==> src/hw/wdlr_defs.vh <==
`ifndef WDLR_DEFS_VH
`define WDLR_DEFS_VH

// register byte address and field positions
`define WDLR_CTRL_ADDR 8'h80
`define WDLR_EN_BIT 7
`define WDLR_CLR_BIT 6
`define WDLR_DDC_CLR_BIT 5
`define WDLR_DIV_BIT 4
`define WDLR_ACK_BIT 3
`define WDLR_IVL_MSB 2
`define WDLR_IVL_LSB 0
`define WDLR_IVL_RESET 3'h0

// timing
`define WDLR_CLK_HZ 10000000
`define WDLR_UV_QUAL_NS 3000
`define WDLR_UV_QUAL_CYC ((`WDLR_UV_QUAL_NS * (`WDLR_CLK_HZ / 1000000) + 999) / 1000)
`define WDLR_RELEASE_CYC 144
`define WDLR_UNIT_MS 250
`define WDLR_UNIT_CYC ((`WDLR_CLK_HZ / 1000) * `WDLR_UNIT_MS)

`endif

==> src/hw/wdlr_top.v <==
// Behaviour
// - undervoltage held 3us asserts chip reset
// - hold reset 144 cycles after recovery
// - watchdog overflow raises device reset itself
// - interval N times quarter second, bits 2:0
// - codes one to seven give that many units
// - watchdog disabled after power-on reset
// - writing enable bit starts watchdog
// - writing clear bit restarts count from zero
// - write-only control byte at address 80h
`include "wdlr_defs.vh"

module wdlr_top #(
	parameter UNIT_CYC = `WDLR_UNIT_CYC,
	parameter QUAL_CYC = `WDLR_UV_QUAL_CYC,
	parameter REL_CYC = `WDLR_RELEASE_CYC
) (
	input wire clk,
	input wire reset,
	input wire undervoltage,
	input wire hsel,
	input wire [31:0] haddr,
	input wire [1:0] htrans,
	input wire hwrite,
	input wire [2:0] hsize,
	input wire [31:0] hwdata,
	input wire hready,
	output wire hreadyout,
	output wire hresp,
	output wire [31:0] hrdata,
	output wire chip_reset,
	output wire watchdog_enabled,
	output wire [2:0] watchdog_interval_field,
	output wire display_channel_flag_clear,
	output wire divider_option_bit,
	output wire converter_ack_option_bit
);

	localparam ST_RUN = 3'h1;
	localparam ST_LOW = 3'h2;
	localparam ST_HOLD = 3'h4;
	localparam [31:0] UNIT_LAST = UNIT_CYC - 1;
	localparam [31:0] QUAL_LAST = QUAL_CYC - 1;
	localparam [31:0] REL_LAST = REL_CYC - 1;

	// interval code to unit count, zero meaning eight
	function [3:0] units_of;
		input [2:0] code;
		begin
			units_of = (code == 3'h0) ? 4'h8 : {1'b0, code};
		end
	endfunction

	// one bit of a control write landing this cycle
	function wr_bit;
		input wr;
		input [7:0] data;
		input integer pos;
		begin
			wr_bit = wr && data[pos];
		end
	endfunction

	reg wr_pend_r;
	reg ctrl_hit_r;
	reg [2:0] st_r;
	reg [2:0] st_nxt;
	reg [31:0] uv_cnt_r;
	reg [31:0] uv_cnt_nxt;
	reg chip_reset_r;
	reg chip_reset_nxt;
	reg en_r;
	reg [2:0] ivl_r;
	reg ddc_clr_r;
	reg div_opt_r;
	reg ack_opt_r;
	reg [31:0] tick_r;
	reg [3:0] unit_r;
	reg wd_fire_r;

	wire addr_ok;
	wire wr_now;
	wire [7:0] wr_byte;
	wire wd_restart;
	wire unit_tick;

	// zero-wait slave, nothing to read back
	assign hreadyout = 1'b1;
	assign hresp = 1'b0;
	assign hrdata = 32'h0000_0000;

	// write decode and watchdog timebase
	assign addr_ok = (haddr[7:0] == `WDLR_CTRL_ADDR) && (haddr[31:8] == 24'h00_0000);
	assign wr_now = wr_pend_r && ctrl_hit_r;
	assign wr_byte = hwdata[7:0];
	assign wd_restart = !en_r || wr_bit(wr_now, wr_byte, `WDLR_CLR_BIT);
	assign unit_tick = (tick_r == UNIT_LAST);

	// registered outputs
	assign chip_reset = chip_reset_r;
	assign watchdog_enabled = en_r;
	assign watchdog_interval_field = ivl_r;
	assign display_channel_flag_clear = ddc_clr_r;
	assign divider_option_bit = div_opt_r;
	assign converter_ack_option_bit = ack_opt_r;

	// address phase capture
	always @(posedge clk or posedge reset) begin
		if (reset) begin
			wr_pend_r <= 1'b0;
			ctrl_hit_r <= 1'b0;
		end else if (hready) begin
			wr_pend_r <= hsel && htrans[1] && hwrite;
			ctrl_hit_r <= addr_ok;
		end
	end

	// control register write, strobes cleared next cycle
	always @(posedge clk or posedge reset) begin
		if (reset) begin
			en_r <= 1'b0;
			ivl_r <= `WDLR_IVL_RESET;
			ddc_clr_r <= 1'b0;
			div_opt_r <= 1'b0;
			ack_opt_r <= 1'b0;
		end else begin
			ddc_clr_r <= wr_bit(wr_now, wr_byte, `WDLR_DDC_CLR_BIT);
			// enable only sets, power-on reset alone clears it
			if (wr_bit(wr_now, wr_byte, `WDLR_EN_BIT))
				en_r <= 1'b1;
			if (wr_now) begin
				div_opt_r <= wr_byte[`WDLR_DIV_BIT];
				ack_opt_r <= wr_byte[`WDLR_ACK_BIT];
				ivl_r <= wr_byte[`WDLR_IVL_MSB:`WDLR_IVL_LSB];
			end
		end
	end

	// quarter-second divider, unit_tick is its one-cycle enable
	always @(posedge clk or posedge reset) begin
		if (reset) begin
			tick_r <= 32'h0000_0000;
		end else if (wd_restart || unit_tick) begin
			tick_r <= 32'h0000_0000;
		end else begin
			tick_r <= tick_r + 32'h0000_0001;
		end
	end

	// unit counter, overflow gives a one-cycle fire pulse
	// the pulse leaves enable and interval untouched
	always @(posedge clk or posedge reset) begin
		if (reset) begin
			unit_r <= 4'h0;
			wd_fire_r <= 1'b0;
		end else begin
			wd_fire_r <= 1'b0;
			if (wd_restart) begin
				unit_r <= 4'h0;
			end else if (unit_tick) begin
				if (unit_r + 4'h1 >= units_of(ivl_r)) begin
					unit_r <= 4'h0;
					wd_fire_r <= 1'b1;
				end else begin
					unit_r <= unit_r + 4'h1;
				end
			end
		end
	end

	// undervoltage qualification and release stretch
	always @* begin
		st_nxt = st_r;
		uv_cnt_nxt = 32'h0000_0000;
		chip_reset_nxt = 1'b1;
		case (st_r)
		ST_RUN: begin
			chip_reset_nxt = wd_fire_r;
			if (undervoltage) begin
				if (uv_cnt_r >= QUAL_LAST) begin
					st_nxt = ST_LOW;
					chip_reset_nxt = 1'b1;
				end else begin
					uv_cnt_nxt = uv_cnt_r + 32'h0000_0001;
				end
			end
		end
		ST_LOW: begin
			if (!undervoltage)
				st_nxt = ST_HOLD;
		end
		ST_HOLD: begin
			if (undervoltage) begin
				st_nxt = ST_LOW;
			end else if (uv_cnt_r >= REL_LAST) begin
				st_nxt = ST_RUN;
				chip_reset_nxt = 1'b0;
			end else begin
				uv_cnt_nxt = uv_cnt_r + 32'h0000_0001;
			end
		end
		default: begin
			st_nxt = ST_HOLD;
		end
		endcase
	end

	// power-on reset starts in the release stretch
	always @(posedge clk or posedge reset) begin
		if (reset) begin
			st_r <= ST_HOLD;
			uv_cnt_r <= 32'h0000_0000;
			chip_reset_r <= 1'b1;
		end else begin
			st_r <= st_nxt;
			uv_cnt_r <= uv_cnt_nxt;
			chip_reset_r <= chip_reset_nxt;
		end
	end

endmodule // wdlr_top
==> config.mk <==
export PLATFORM = sky130hd
export DESIGN_NAME = wdlr_top
export DESIGN_NICKNAME = d
export VERILOG_FILES = /design/src/hw/wdlr_top.v
export VERILOG_INCLUDE_DIRS = /design/src /design/src/hw
export SDC_FILE = /design/constraint.sdc
export NUM_CORES = 1
export LEC_CHECK = 0
export ABC_AREA = 0
export BUFFER_PORTS_ARGS = -buffer_cell sky130_fd_sc_hd__buf_2
export CELL_PAD_IN_SITES_DETAIL_PLACEMENT = 0
export CELL_PAD_IN_SITES_GLOBAL_PLACEMENT = 1
export CORE_MARGIN = 10
export CORE_UTILIZATION = 39
export CTS_CLUSTER_DIAMETER = 60
export DETAILED_ROUTE_END_ITERATION = 6
export PLACE_DENSITY = 0.83
export SLEW_MARGIN = 20
export SYNTH_ARGS = -nofsm -noshare
export SYNTH_HDL_FRONTEND = slang
export SYNTH_SLANG_ARGS = --single-unit
==> constraint.sdc <==
create_clock -name clk -period 3.4 [get_ports clk]
set_input_delay 0.68 -clock clk [delete_from_list [all_inputs] [get_ports clk]]
set_output_delay 0.68 -clock clk [all_outputs]
set_load 0.01 [all_outputs]
==> results of run 1 <==
-- metal layers --
layer | vias to the layer above | part of all wire | routed length, µm | GRT usage
met5 | - | 0 | 0 | 0
met4 | 0 | 0.011 | 87 | 0.0350
met3 | 10 | 0.062 | 496 | 0.0435
met2 | 86 | 0.49 | 3930 | 0.184
met1 | 1421 | 0.43 | 3430 | 0.126
li1 | 1450 | - | - | -
-- worst register-to-register path, stage by stage (launching register included) --
cell and delay [ns]:
dfrtp_1 0.39, ha_1 0.25, and4_2 0.27, nand2_2 0.13
nor3_2 0.45, or2_1 0.16, buf_4 0.29, nor2_1 0.11
-- registers in the layout, indices dropped and copies added, names as in the netlist --
register,count
chip_reset,1
display_channel_flag_clear,1
watchdog_enabled,1
wd_fire_r,1
uv_cnt_r,32
wr_pend_r,1
tick_r,32
st_r,3
divider_option_bit,1
ctrl_hit_r,1
converter_ack_option_bit,1
unit_r,4
watchdog_interval_field,3
-- cell usage after synthesis, drive strengths merged, types with 8 or more instances --
cell type / count / area share
nor4: 21 / 0.036
a21oi: 12 / 0.015
o21ai: 8 / 0.0099
nor2: 40 / 0.038
dfrtp: 80 / 0.49
xor2: 16 / 0.035
buf: 37 / 0.068
inv: 16 / 0.015
nand2: 23 / 0.022
ha: 9 / 0.028
nand3: 25 / 0.032
nand4: 15 / 0.030
nor3: 12 / 0.016
xnor2: 18 / 0.039
-- kinds of logic (layout without fill, tap and decap cells) --
logic type | count (synthesis) | after routing | synth area share
other | 2 | 58 | 0.00185
and+or+nand+nor | 171 | 171 | 0.239
muxes | 6 | 6 | 0.0163
DFF | 82 | 82 | 0.506
buffers and inverters | 57 | 88 | 0.0869
AOI/OAI and AO/OA | 33 | 33 | 0.0487
xor gates and xnor gates | 34 | 34 | 0.0733
adders and majority gates | 9 | 9 | 0.0277
-- report_power, final --
group	internal [W]	switching, W
clock network	0.000344	0.000352
logic	0.0000864	0.000119
registers	0.00103	0.0000366
total	0.00146	0.000507
-- final cells by class --
class / count / area, µm²
clock buffer: 9 / 124
clock inverter: 7 / 77.6
fill: 988 / 5580
inverter: 16 / 60.1
multi-input combinational: 311 / 1860
sequential: 82 / 2050
tap: 136 / 170
timing repair buffer: 56 / 298
-- stage by stage --
stage / hold WS (ns) / total power [W]
floorplan: 0.423 / 0.00125
global placement: 0.463 / 0.00128
detailed placement: 0.462 / 0.00129
CTS: 0.470 / 0.00200
global route: 0.489 / 0.00209
finish: 0.470 / 0.00197
-- cell usage in the layout (no fill, tap or decap), types with 2 or more instances in the layout --
master / Yosys / routed
nand2_1: 22 / 22
nor2_1: 39 / 39
ha_1: 9 / 9
nand2b_1: 3 / 3
nor4_1: 20 / 20
inv_1: 16 / 15
and4_1: 4 / 4
o21a_1: 2 / 2
or2_2: 2 / 2
buf_2: 0 / 54
and3_1: 4 / 4
xor2_1: 16 / 16
nand3_1: 24 / 24
conb_1: 2 / 58
nor4b_1: 4 / 4
or3_1: 6 / 6
mux2_2: 5 / 5
dfstp_2: 2 / 2
clkinv_4: 0 / 3
xnor2_1: 18 / 18
dfrtp_1: 80 / 80
nand4_2: 2 / 2
o21ai_0: 7 / 7
clkbuf_8: 0 / 9
o211ai_1: 4 / 4
nor3_1: 11 / 11
nand4_1: 12 / 12
a21oi_1: 12 / 12
and2_1: 2 / 2
-- worst max path at each step --
stage,startpoint,to,depth (start not counted)
final,tick_r[0]$_DFF_PP0_,tick_r[13]$_DFF_PP0_,7
after global routing,tick_r[0]$_DFF_PP0_,tick_r[26]$_DFF_PP0_,6
after CTS,tick_r[0]$_DFF_PP0_,tick_r[10]$_DFF_PP0_,7
after detailed placement,tick_r[0]$_DFF_PP0_,tick_r[10]$_DFF_PP0_,7
after global placement,tick_r[0]$_DFF_PP0_,tick_r[17]$_DFF_PP0_,7
after floorplan,reset,converter_ack_option_bit$_DFFE_PP0P_,1
==> impl_results.md, run 1 <==
* Status: finished, final reports clean
* Yosys warns at 0
* Post-CTS setup buffers at 0
* Critical path type: flop to flop
* Max-cap violations at 0
* Worst EP arrival at 2.39 ns
* Number of flops mapped to enable cells by yosys at 0
* Dpl cell area at 4450 µm²
* Type of origin of the critical path: flop
* Pin count of the biggest net entering global routing at 44
* DP Worst Slack at 1.24 ns
* Placer Congestion at 0.836
* Hold Crit Depth at 2
* Max-slew headroom at 0.442
* Worst Max-Slew Pin Slew at 0.835 ns
* Num CTS Buffers at 9
* Avg WL per Cell at 12.9 µm
* Hold Crit Class: flop to flop
* R2R setup slack at 1.23 ns
* CTS tree: done
* Async set-reset flop share out of synthesis at 1.00
* Crit end category: flop
* DIE AREA at 14900 µm²
* # setup viols final at 0
* Hold path endpoint: chip_reset$_DFF_PP1_
* Final instance area at 4650 µm²
* Hold Buf Count CTS at 0
* Seq/Total Area, Yosys at 0.506
* Synthesized area at 4060 µm²
* Initial Utilization at 0.397
* Initial antenna violation count at 0
* Core ar. at 10200 µm²
* VDD IR max at 244 µV
* Ant diodes at 0
* Clock root buffer: clkbuf_8
* Leakage Power at 2.02 nW
* CP cell instances: ha_1 -> and4_2 -> nand2_2 -> nor3_2 -> or2_1 -> buf_4 -> nor2_1
* I/O pin count at 117
* Slowest cell on crit path: nor3_2
* Ys flop type: dfrtp_1
* Buf/Inv on CP at 1
* DR pass1 iterations at 6
* Number of global-route vias before repair at 3070
* Total Wirelength at 7.94 mm
* Critical Path RT at 3.62 ns
* Wire length of the first global-routing pass at 13.6 mm
* Synth Area per Inst at 10.3 µm²
* Avg Vias per Cell at 4.81
* Final hold vios at 0
* CP delay by family, top: simple AND/OR/NAND/NOR gates
* Max clock buf depth at 2
* Initial DRC Count at 183
* Clock transition at the registers of the reported paths at 0.09 ns
* # rows at 37
* DRT antenna net count at 0
* Die Height at 122 µm
* Residual DRC count at 0
* Die X at 122 µm
* Clk_lat worst skew at 0.34 ns
* Max stage delay on crit path at 0.45 ns
* Seq cells post-synth at 82
* CP Max Fanout at 27
* Area Growth Syn to Fin at 14.5%
* Grt total ovfl at 0
* Cts repair resizes at 0
* Core Util, Final at 0.454
* Share of cells above drive strength 1 at 0.198
* Vias at 2967
* Finished Layout Cells at 617
* FF-to-FF Start: tick_r[0]$_DFF_PP0_
* Placed cell count at 601
* Hold Startpoint: wd_fire_r$_DFF_PP0_
* Max Fclk at 461 MHz
* P per Cell Area at 423 nW/µm²
* RSZ-0062 raised after global routing: false
* CTS HTree Levels at 3
* Worst r2r dst: tick_r[13]$_DFF_PP0_
* R2r worst-path depth at 7
* Synth unique cells at 53
* Gr usage total at 0.110
* Dpl hpwl at 6.03 mm
* Setup_tns at 0 ns
* Max-slew violations at 0
* Gate count of the mapped netlist at 394
* Nets at 560
* Crit share post-route at 0.637
* Setup ws final at 1.23 ns
* # clock sinks at 82
* Crit path time final at 2.17 ns
* Clk_skew at 0.0119 ns
* Port-buffer cells at 54
Note: power is estimated with default switching activity, not from simulation.
==> run 2, diff against run 1 <==
- ABC_AREA: 0 -> 1
- CORE_UTILIZATION: 39 -> 38
- clock period: 3.4 -> 2.01 ns (I/O delays scaled with it)
==> impl_results.md, run 2 <==
* CP Max Fanout at 5 (-81%)
* Pin count of the biggest net entering global routing at 83 (+89%)
* Synthesized area at 4250 µm² (+4.7%)
* Gate count of the mapped netlist at 505 (+28%)
* Max-slew violations at 0 (unchanged)
* Number of flops mapped to enable cells by yosys at 0 (unchanged)
* Final instance area at 4930 µm² (+6.0%)
* Gr usage total at 0.114 (+0.00364)
* Avg WL per Cell at 11.9 µm (-7.9%)
* Core Util, Final at 0.452 (-0.00178)
* Grt met2 use at 0.185 (+0.000388)
* P per Cell Area at 675 nW/µm² (+60%)
* Clk_skew at 0.0148 ns (+0.00285 ns)
* Top-area cell type share of the netlist area at 0.471 (-0.0219)
* Die Height at 126 µm (+3.0%)
* # setup viols final at 0 (unchanged)
* RSZ-0062 raised after global routing: true
* FF-to-FF Start: unit_r[0]$_DFFE_PP0N_
* Leakage Power at 2.33 nW (+16%)
* Wire length of the first global-routing pass at 15.2 mm (+12%)
* Post-synth top cells: 117 x nor2_1, 88 x nand2_1, 80 x dfrtp_1
* Met1 usage at 0.134 (+0.00811)
* Busiest grt layer: met2
* Core ar. at 10900 µm² (+6.4%)
* Total Power at 0.00333 W (+69%)
* Synth unique cells at 31 (-42%)
* Grt total ovfl at 0 (unchanged)
* Die X at 126 µm (+3.0%)
* Most frequent cells in the layout: 116 x nor2_1, 88 x nand2_1, 80 x dfrtp_1
* Final hold vios at 0 (unchanged)
* Critical path type: flop to flop
* Initial Utilization at 0.390 (-0.00659)
* Seq/Total Area, Yosys at 0.484 (-0.0225)
* Crit path time final at 1.94 ns (-0.225 ns)
* Nets at 678 (+21%)
* Number of global-route vias before repair at 3445 (+12%)
* DR pass1 iterations at 4 (-2)
* Commonest non-fill, non-tap cell in the layout: nor2_1
* Slowest cell on crit path: dfrtp_1
* Max clock buf depth at 2 (unchanged)
* Avg Vias per Cell at 4.43 (-7.8%)
* Max-cap violations at 0 (unchanged)
* Placer Congestion at 0.822 (-1.6%)
* Max stage delay on crit path at 0.43 ns (-0.02 ns)
* Dpl hpwl at 6.55 mm (+8.7%)
* Ant diodes at 0 (unchanged)
* DIE AREA at 15800 µm² (+6.2%)
* Yosys warns at 0 (unchanged)
* Seq cells post-synth at 82 (unchanged)
* Clock root buffer: clkbuf_8
* Type of origin of the critical path: flop
* CP most frequent cell: nand2_1
* Hold Crit Class: input port to asynchronous set/reset pin
* Total Wirelength at 8.76 mm (+10%)
* Residual DRC count at 0 (unchanged)
* Synth Area per Inst at 8.41 µm² (-18%)
* Critical Path RT at 2.32 ns (-1.30 ns)
* Worst EP arrival at 2.25 ns (-0.14 ns)
* Dpl cell area at 4640 µm² (+4.4%)
* Area Growth Syn to Fin at 15.9%
* CP cell instances: ha_1 -> xnor2_2 -> inv_1 -> ha_1 -> nand2_1 -> inv_1 -> o21ai_0 -> nand3_2 -> nor3b_2 -> nand2_1 -> nand2_1
* Hold Buf Count CTS at 0 (unchanged)
* Most frequent cell after synthesis: nor2_1
* Initial DRC Count at 288 (+57%)
* Ys flop type: dfrtp_1
* Num CTS Buffers at 9 (unchanged)
* Clock transition at the registers of the reported paths at 0.09 ns (about the same)
* Vias at 3277 (+10%)
* Async set-reset flop share out of synthesis at 1.00 (unchanged)
* Max Fclk at 515 MHz (+12%)
* I/O pin count at 117 (unchanged)
* GR Layer Usage met3 at 0.0378 (-0.00573)
* Clk_lat worst skew at 0.37 ns (+0.03 ns)
* Crit share post-route at 0.966 (+0.329)
* VDD IR max at 317 µV (+30%)
* # rows at 38 (+2.7%)
* Share of cells above drive strength 1 at 0.167 (-0.0306)
* Top area cells in the synthesized netlist: dfrtp_1 47%, nor2_1 10%, nand2_1 7.8%
* CTS HTree Levels at 3 (unchanged)
* Port-buffer cells at 54 (unchanged)
* Status: finished, final reports clean
* Largest regs: tick_r (32), uv_cnt_r (32), unit_r (4)
* Area leader, netlist: dfrtp_1
* CTS tree: done
* Initial antenna violation count at 0 (unchanged)
* CP Launch Point: unit_r[0]$_DFFE_PP0N_
* # clock sinks at 82 (unchanged)
* DRT antenna net count at 0 (unchanged)
* Crit end category: flop
[run 2: changes by cell type after synthesis, moves of 4 or more]
cell / previous run / this run
a21oi_1: 12 / 4
and4_1: 4 / 0
inv_1: 16 / 46
nand2_1: 22 / 88
nor2_1: 39 / 117
nor4_1: 20 / 4
or3_1: 6 / 0
xnor2_1: 18 / 11
xor2_1: 16 / 26
[run 2: final cells by class]
| class | count | area (µm²) |
|---|---|---|
| fillers | 1081 | 5960 |
| flip-flops and latches | 82 | 2050 |
| multi-input cells | 393 | 1980 |
| repair buffers | 60 | 328 |
| inverters | 48 | 184 |
| well taps | 140 | 175 |
| clock buffers | 13 | 159 |
| clock inverters | 3 | 47.5 |
[run 2: worst max-delay path, delay by kind of cell, from the launching register on]
family | cells | cell delay [ns]
compound gates | 1 | 0.10
xor+xnor | 1 | 0.18
buf+inv | 2 | 0.10
flops | 1 | 0.43
fa+ha+maj | 2 | 0.51
simple gates | 5 | 0.57
[run 2: final timing paths]
path,endpoint,slack (ns),cells after the start
max in group asynchronous,st_r[2]$_DFFE_PP1P_,1.53,3
min,uv_cnt_r[16]$_DFF_PP0_,0.16,3
max,unit_r[1]$_DFFE_PP0N_,0.07,11
min in group clk,display_channel_flag_clear$_DFF_PP0_,0.24,3
min reg2reg,tick_r[0]$_DFF_PP0_,0.48,1
max reg2reg,unit_r[1]$_DFFE_PP0N_,0.07,11
[run 2: layer usage]
layer,wire length (µm),vias to the layer above
met3,518,11
met1,3890,1509
met2,4150,83
met4,199,0
met5,0,-
li1,-,1674
[run 2: logic make-up after synthesis]
| family | after synthesis | synth area share |
|---|---|---|
| xor gates and xnor gates | 37 | 0.0763 |
| AOI/OAI and AO/OA | 13 | 0.0177 |
| other | 2 | 0.00177 |
| adders and majority gates | 9 | 0.0265 |
| DFF | 82 | 0.484 |
| buffers and inverters | 86 | 0.111 |
| and+or+nand+nor | 273 | 0.275 |
| muxes | 3 | 0.00795 |
[run 2: metrics by stage]
step	setup TNS [ns]	hold WS [ns]	instances	setup slack [ns]
2_1_floorplan	0	0.449	561	0.262
3_3_place_gp	0	0.470	719	0.103
3_5_place_dp	0	0.473	719	0.0592
4_1_cts	0	0.163	735	0.0456
5_1_grt	-0.281	0.195	739	-0.0831
6_report	0	0.156	739	0.0679
[run 2: repair_timing]
item | in CTS | in global routing
buffers inserted | 0 | 4
resized for setup | 0 | 8
endpoints found under the hold margin | 0 | 0
setup endpoints to repair | 0 | 40
[run 2: where the power goes]
group	switching (W)	internal [W]	leakage, nW	total (W)
Clock	0.000583	0.000650	0.104	0.00123
Combinational	0.000216	0.000120	1.16	0.000336
Sequential	0.0000279	0.00173	1.07	0.00176
==> run 3, diff against run 2 <==
- REMOVE_ABC_BUFFERS: not set -> 1
==> impl_results.md, run 3 (synthesis gave the netlist of run 2 again) <==
* Status: finished, final reports clean
* Hold slack final at 0.0473 ns (-0.109 ns)
* VDD IR max at 340 µV (+7.4%)
* CTS tree: done
* Port-buffer cells at 54 (unchanged)
* DIE AREA at 15800 µm² (unchanged)
* Crit end category: flop
* Ant diodes at 0 (unchanged)
* Num CTS Buffers at 9 (unchanged)
* Pin count of the biggest net entering global routing at 40 (-52%)
* Wire length of the first global-routing pass at 15.1 mm (-0.50%)
* Dpl hpwl at 6.70 mm (+2.2%)
* Critical Path RT at 2.31 ns (about the same)
* # rows at 38 (unchanged)
* Vias at 3301 (+0.73%)
* I/O pin count at 117 (unchanged)
* Total Wirelength at 8.89 mm (+1.4%)
* Initial DRC Count at 178 (-38%)
* Commonest non-fill, non-tap cell in the layout: nor2_1
* # setup viols final at 0 (unchanged)
* Avg WL per Cell at 12.1 µm (+1.9%)
* Gr usage total at 0.113 (-0.000616)
* Worst Max-Slew Pin Slew at 0.503 ns
* DR pass1 iterations at 4 (unchanged)
* Max-slew headroom at 0.664
* Type of origin of the critical path: flop
* Number of global-route vias before repair at 3427 (-0.52%)
* Share of cells above drive strength 1 at 0.163 (-0.00419)
* Core ar. at 10900 µm² (unchanged)
* DRT antenna net count at 0 (unchanged)
* Nets at 675 (-0.44%)
* Leakage Power at 2.32 nW (-0.43%)
* P per Cell Area at 691 nW/µm² (+2.3%)
* Max-cap violations at 0 (unchanged)
* Hold Crit Class: input port to asynchronous set/reset pin
* Avg Vias per Cell at 4.49 (+1.1%)
* DP Worst Slack at 0.0818 ns (+0.0226 ns)
* Area Growth Syn to Fin at 15.1%
* CTS HTree Levels at 3 (unchanged)
* Die Height at 126 µm (unchanged)
* Critical path type: flop to flop
* Max-slew violations at 0 (unchanged)
* CP Max Fanout at 5 (unchanged)
* # clock sinks at 82 (unchanged)
* Worst EP arrival at 2.18 ns (-0.07 ns)
* Final hold vios at 0 (unchanged)
* Max clock buf depth at 2 (unchanged)
* Placer Congestion at 0.859 (+4.5%)
* Most frequent cells in the layout: 117 x nor2_1, 87 x nand2_1, 80 x dfrtp_1
* Clock transition at the registers of the reported paths at 0.09 ns (about the same)
* Clock root buffer: clkbuf_8
* Setup_tns at 0 ns (unchanged)
* Setup ws final at 0.135 ns (+0.0669 ns)
* Initial Utilization at 0.390 (unchanged)
* Max Fclk at 533 MHz (+3.6%)
* Initial antenna violation count at 0 (unchanged)
* Residual DRC count at 0 (unchanged)
* Hold Buf Count CTS at 0 (unchanged)
* Largest regs: tick_r (32), uv_cnt_r (32), unit_r (4)
* Clk_lat worst skew at 0.36 ns (about the same)
* Crit share post-route at 0.933 (-0.0333)
* Grt total ovfl at 0 (unchanged)
* Crit path time final at 1.88 ns (-0.0669 ns)
* Die X at 126 µm (unchanged)
* Clk_skew at 0.00562 ns (-0.00915 ns)
-- run 3: cell types whose count changed in the layout (fill, tap and decap cells not counted), moves of 2 or more --
| cell | previous run | this run |
|---|---|---|
| buf_4 | 5 | 2 |
| clkbuf_1 | 2 | 0 |
| clkinv_2 | 0 | 2 |
| nor3_1 | 11 | 13 |
| nor3_2 | 4 | 2 |
-- run 3: timing repair --
item | 4_1_cts | 5_1_grt
setup endpoints to repair | 0 | 8
gates resized for setup | 0 | 7
buffers inserted | 0 | 1
-- run 3: through the flow --
| step | util | cell area, µm² | std cells | power [W] |
|---|---|---|---|---|
| detailed placement | 0.426 | 4640 | 719 | 0.00213 |
| finish | 0.449 | 4890 | 736 | 0.00338 |
| CTS | 0.446 | 4850 | 735 | 0.00341 |
| floorplan | - | 4170 | 523 | 0.00201 |
| global placement | 0.426 | 4640 | 719 | 0.00211 |
| global route | 0.449 | 4890 | 736 | 0.00356 |
-- run 3: where the power goes --
part | internal (W) | switching, W | total, W
clock | 0.000649 | 0.000628 | 0.00128
sequential | 0.00173 | 0.0000285 | 0.00176
combinational | 0.000121 | 0.000223 | 0.000344
total | 0.00250 | 0.000880 | 0.00338
-- run 3: routing by layer --
metal / part of all wire / GRT usage
met5: 0 / 0
met4: 0.018 / 0.0455
met3: 0.072 / 0.0432
met1: 0.43 / 0.132
met2: 0.48 / 0.184
-- run 3: worst paths after layout --
path | from | cells past startpoint | to | slack [ns]
max | unit_r[0]$_DFFE_PP0N_ | 11 | unit_r[3]$_DFFE_PP0N_ | 0.13
max reg2reg | unit_r[0]$_DFFE_PP0N_ | 11 | unit_r[3]$_DFFE_PP0N_ | 0.13
min in group clk | hwdata[5] | 3 | display_channel_flag_clear$_DFF_PP0_ | 0.25
max in group asynchronous | reset | 3 | watchdog_interval_field[1]$_DFFE_PP0P_ | 1.38
min reg2reg | tick_r[0]$_DFF_PP0_ | 1 | tick_r[0]$_DFF_PP0_ | 0.49
min | reset | 2 | uv_cnt_r[1]$_DFF_PP0_ | 0.05
-- run 3: layout make-up --
| class | instances | area [µm²] |
|---|---|---|
| Fill cell | 1085 | 6000 |
| Sequential cell | 82 | 2050 |
| Clock inverter | 5 | 61.3 |
| Multi-Input combinational cell | 393 | 1960 |
| Timing Repair Buffer | 57 | 305 |
| Tap cell | 140 | 175 |
| Inverter | 48 | 181 |
| Clock buffer | 11 | 151 |
-- run 3: critical path, cell delays in order, from the launching register on --
cell,delay [ns]
dfrtp_1,0.43
nand3_1,0.12
xor2_1,0.20
inv_1,0.06
ha_1,0.32
nand2_1,0.08
inv_1,0.05
o21ai_1,0.09
nand3_2,0.15
nor3_1,0.18
nand2_1,0.08
nand2_1,0.06
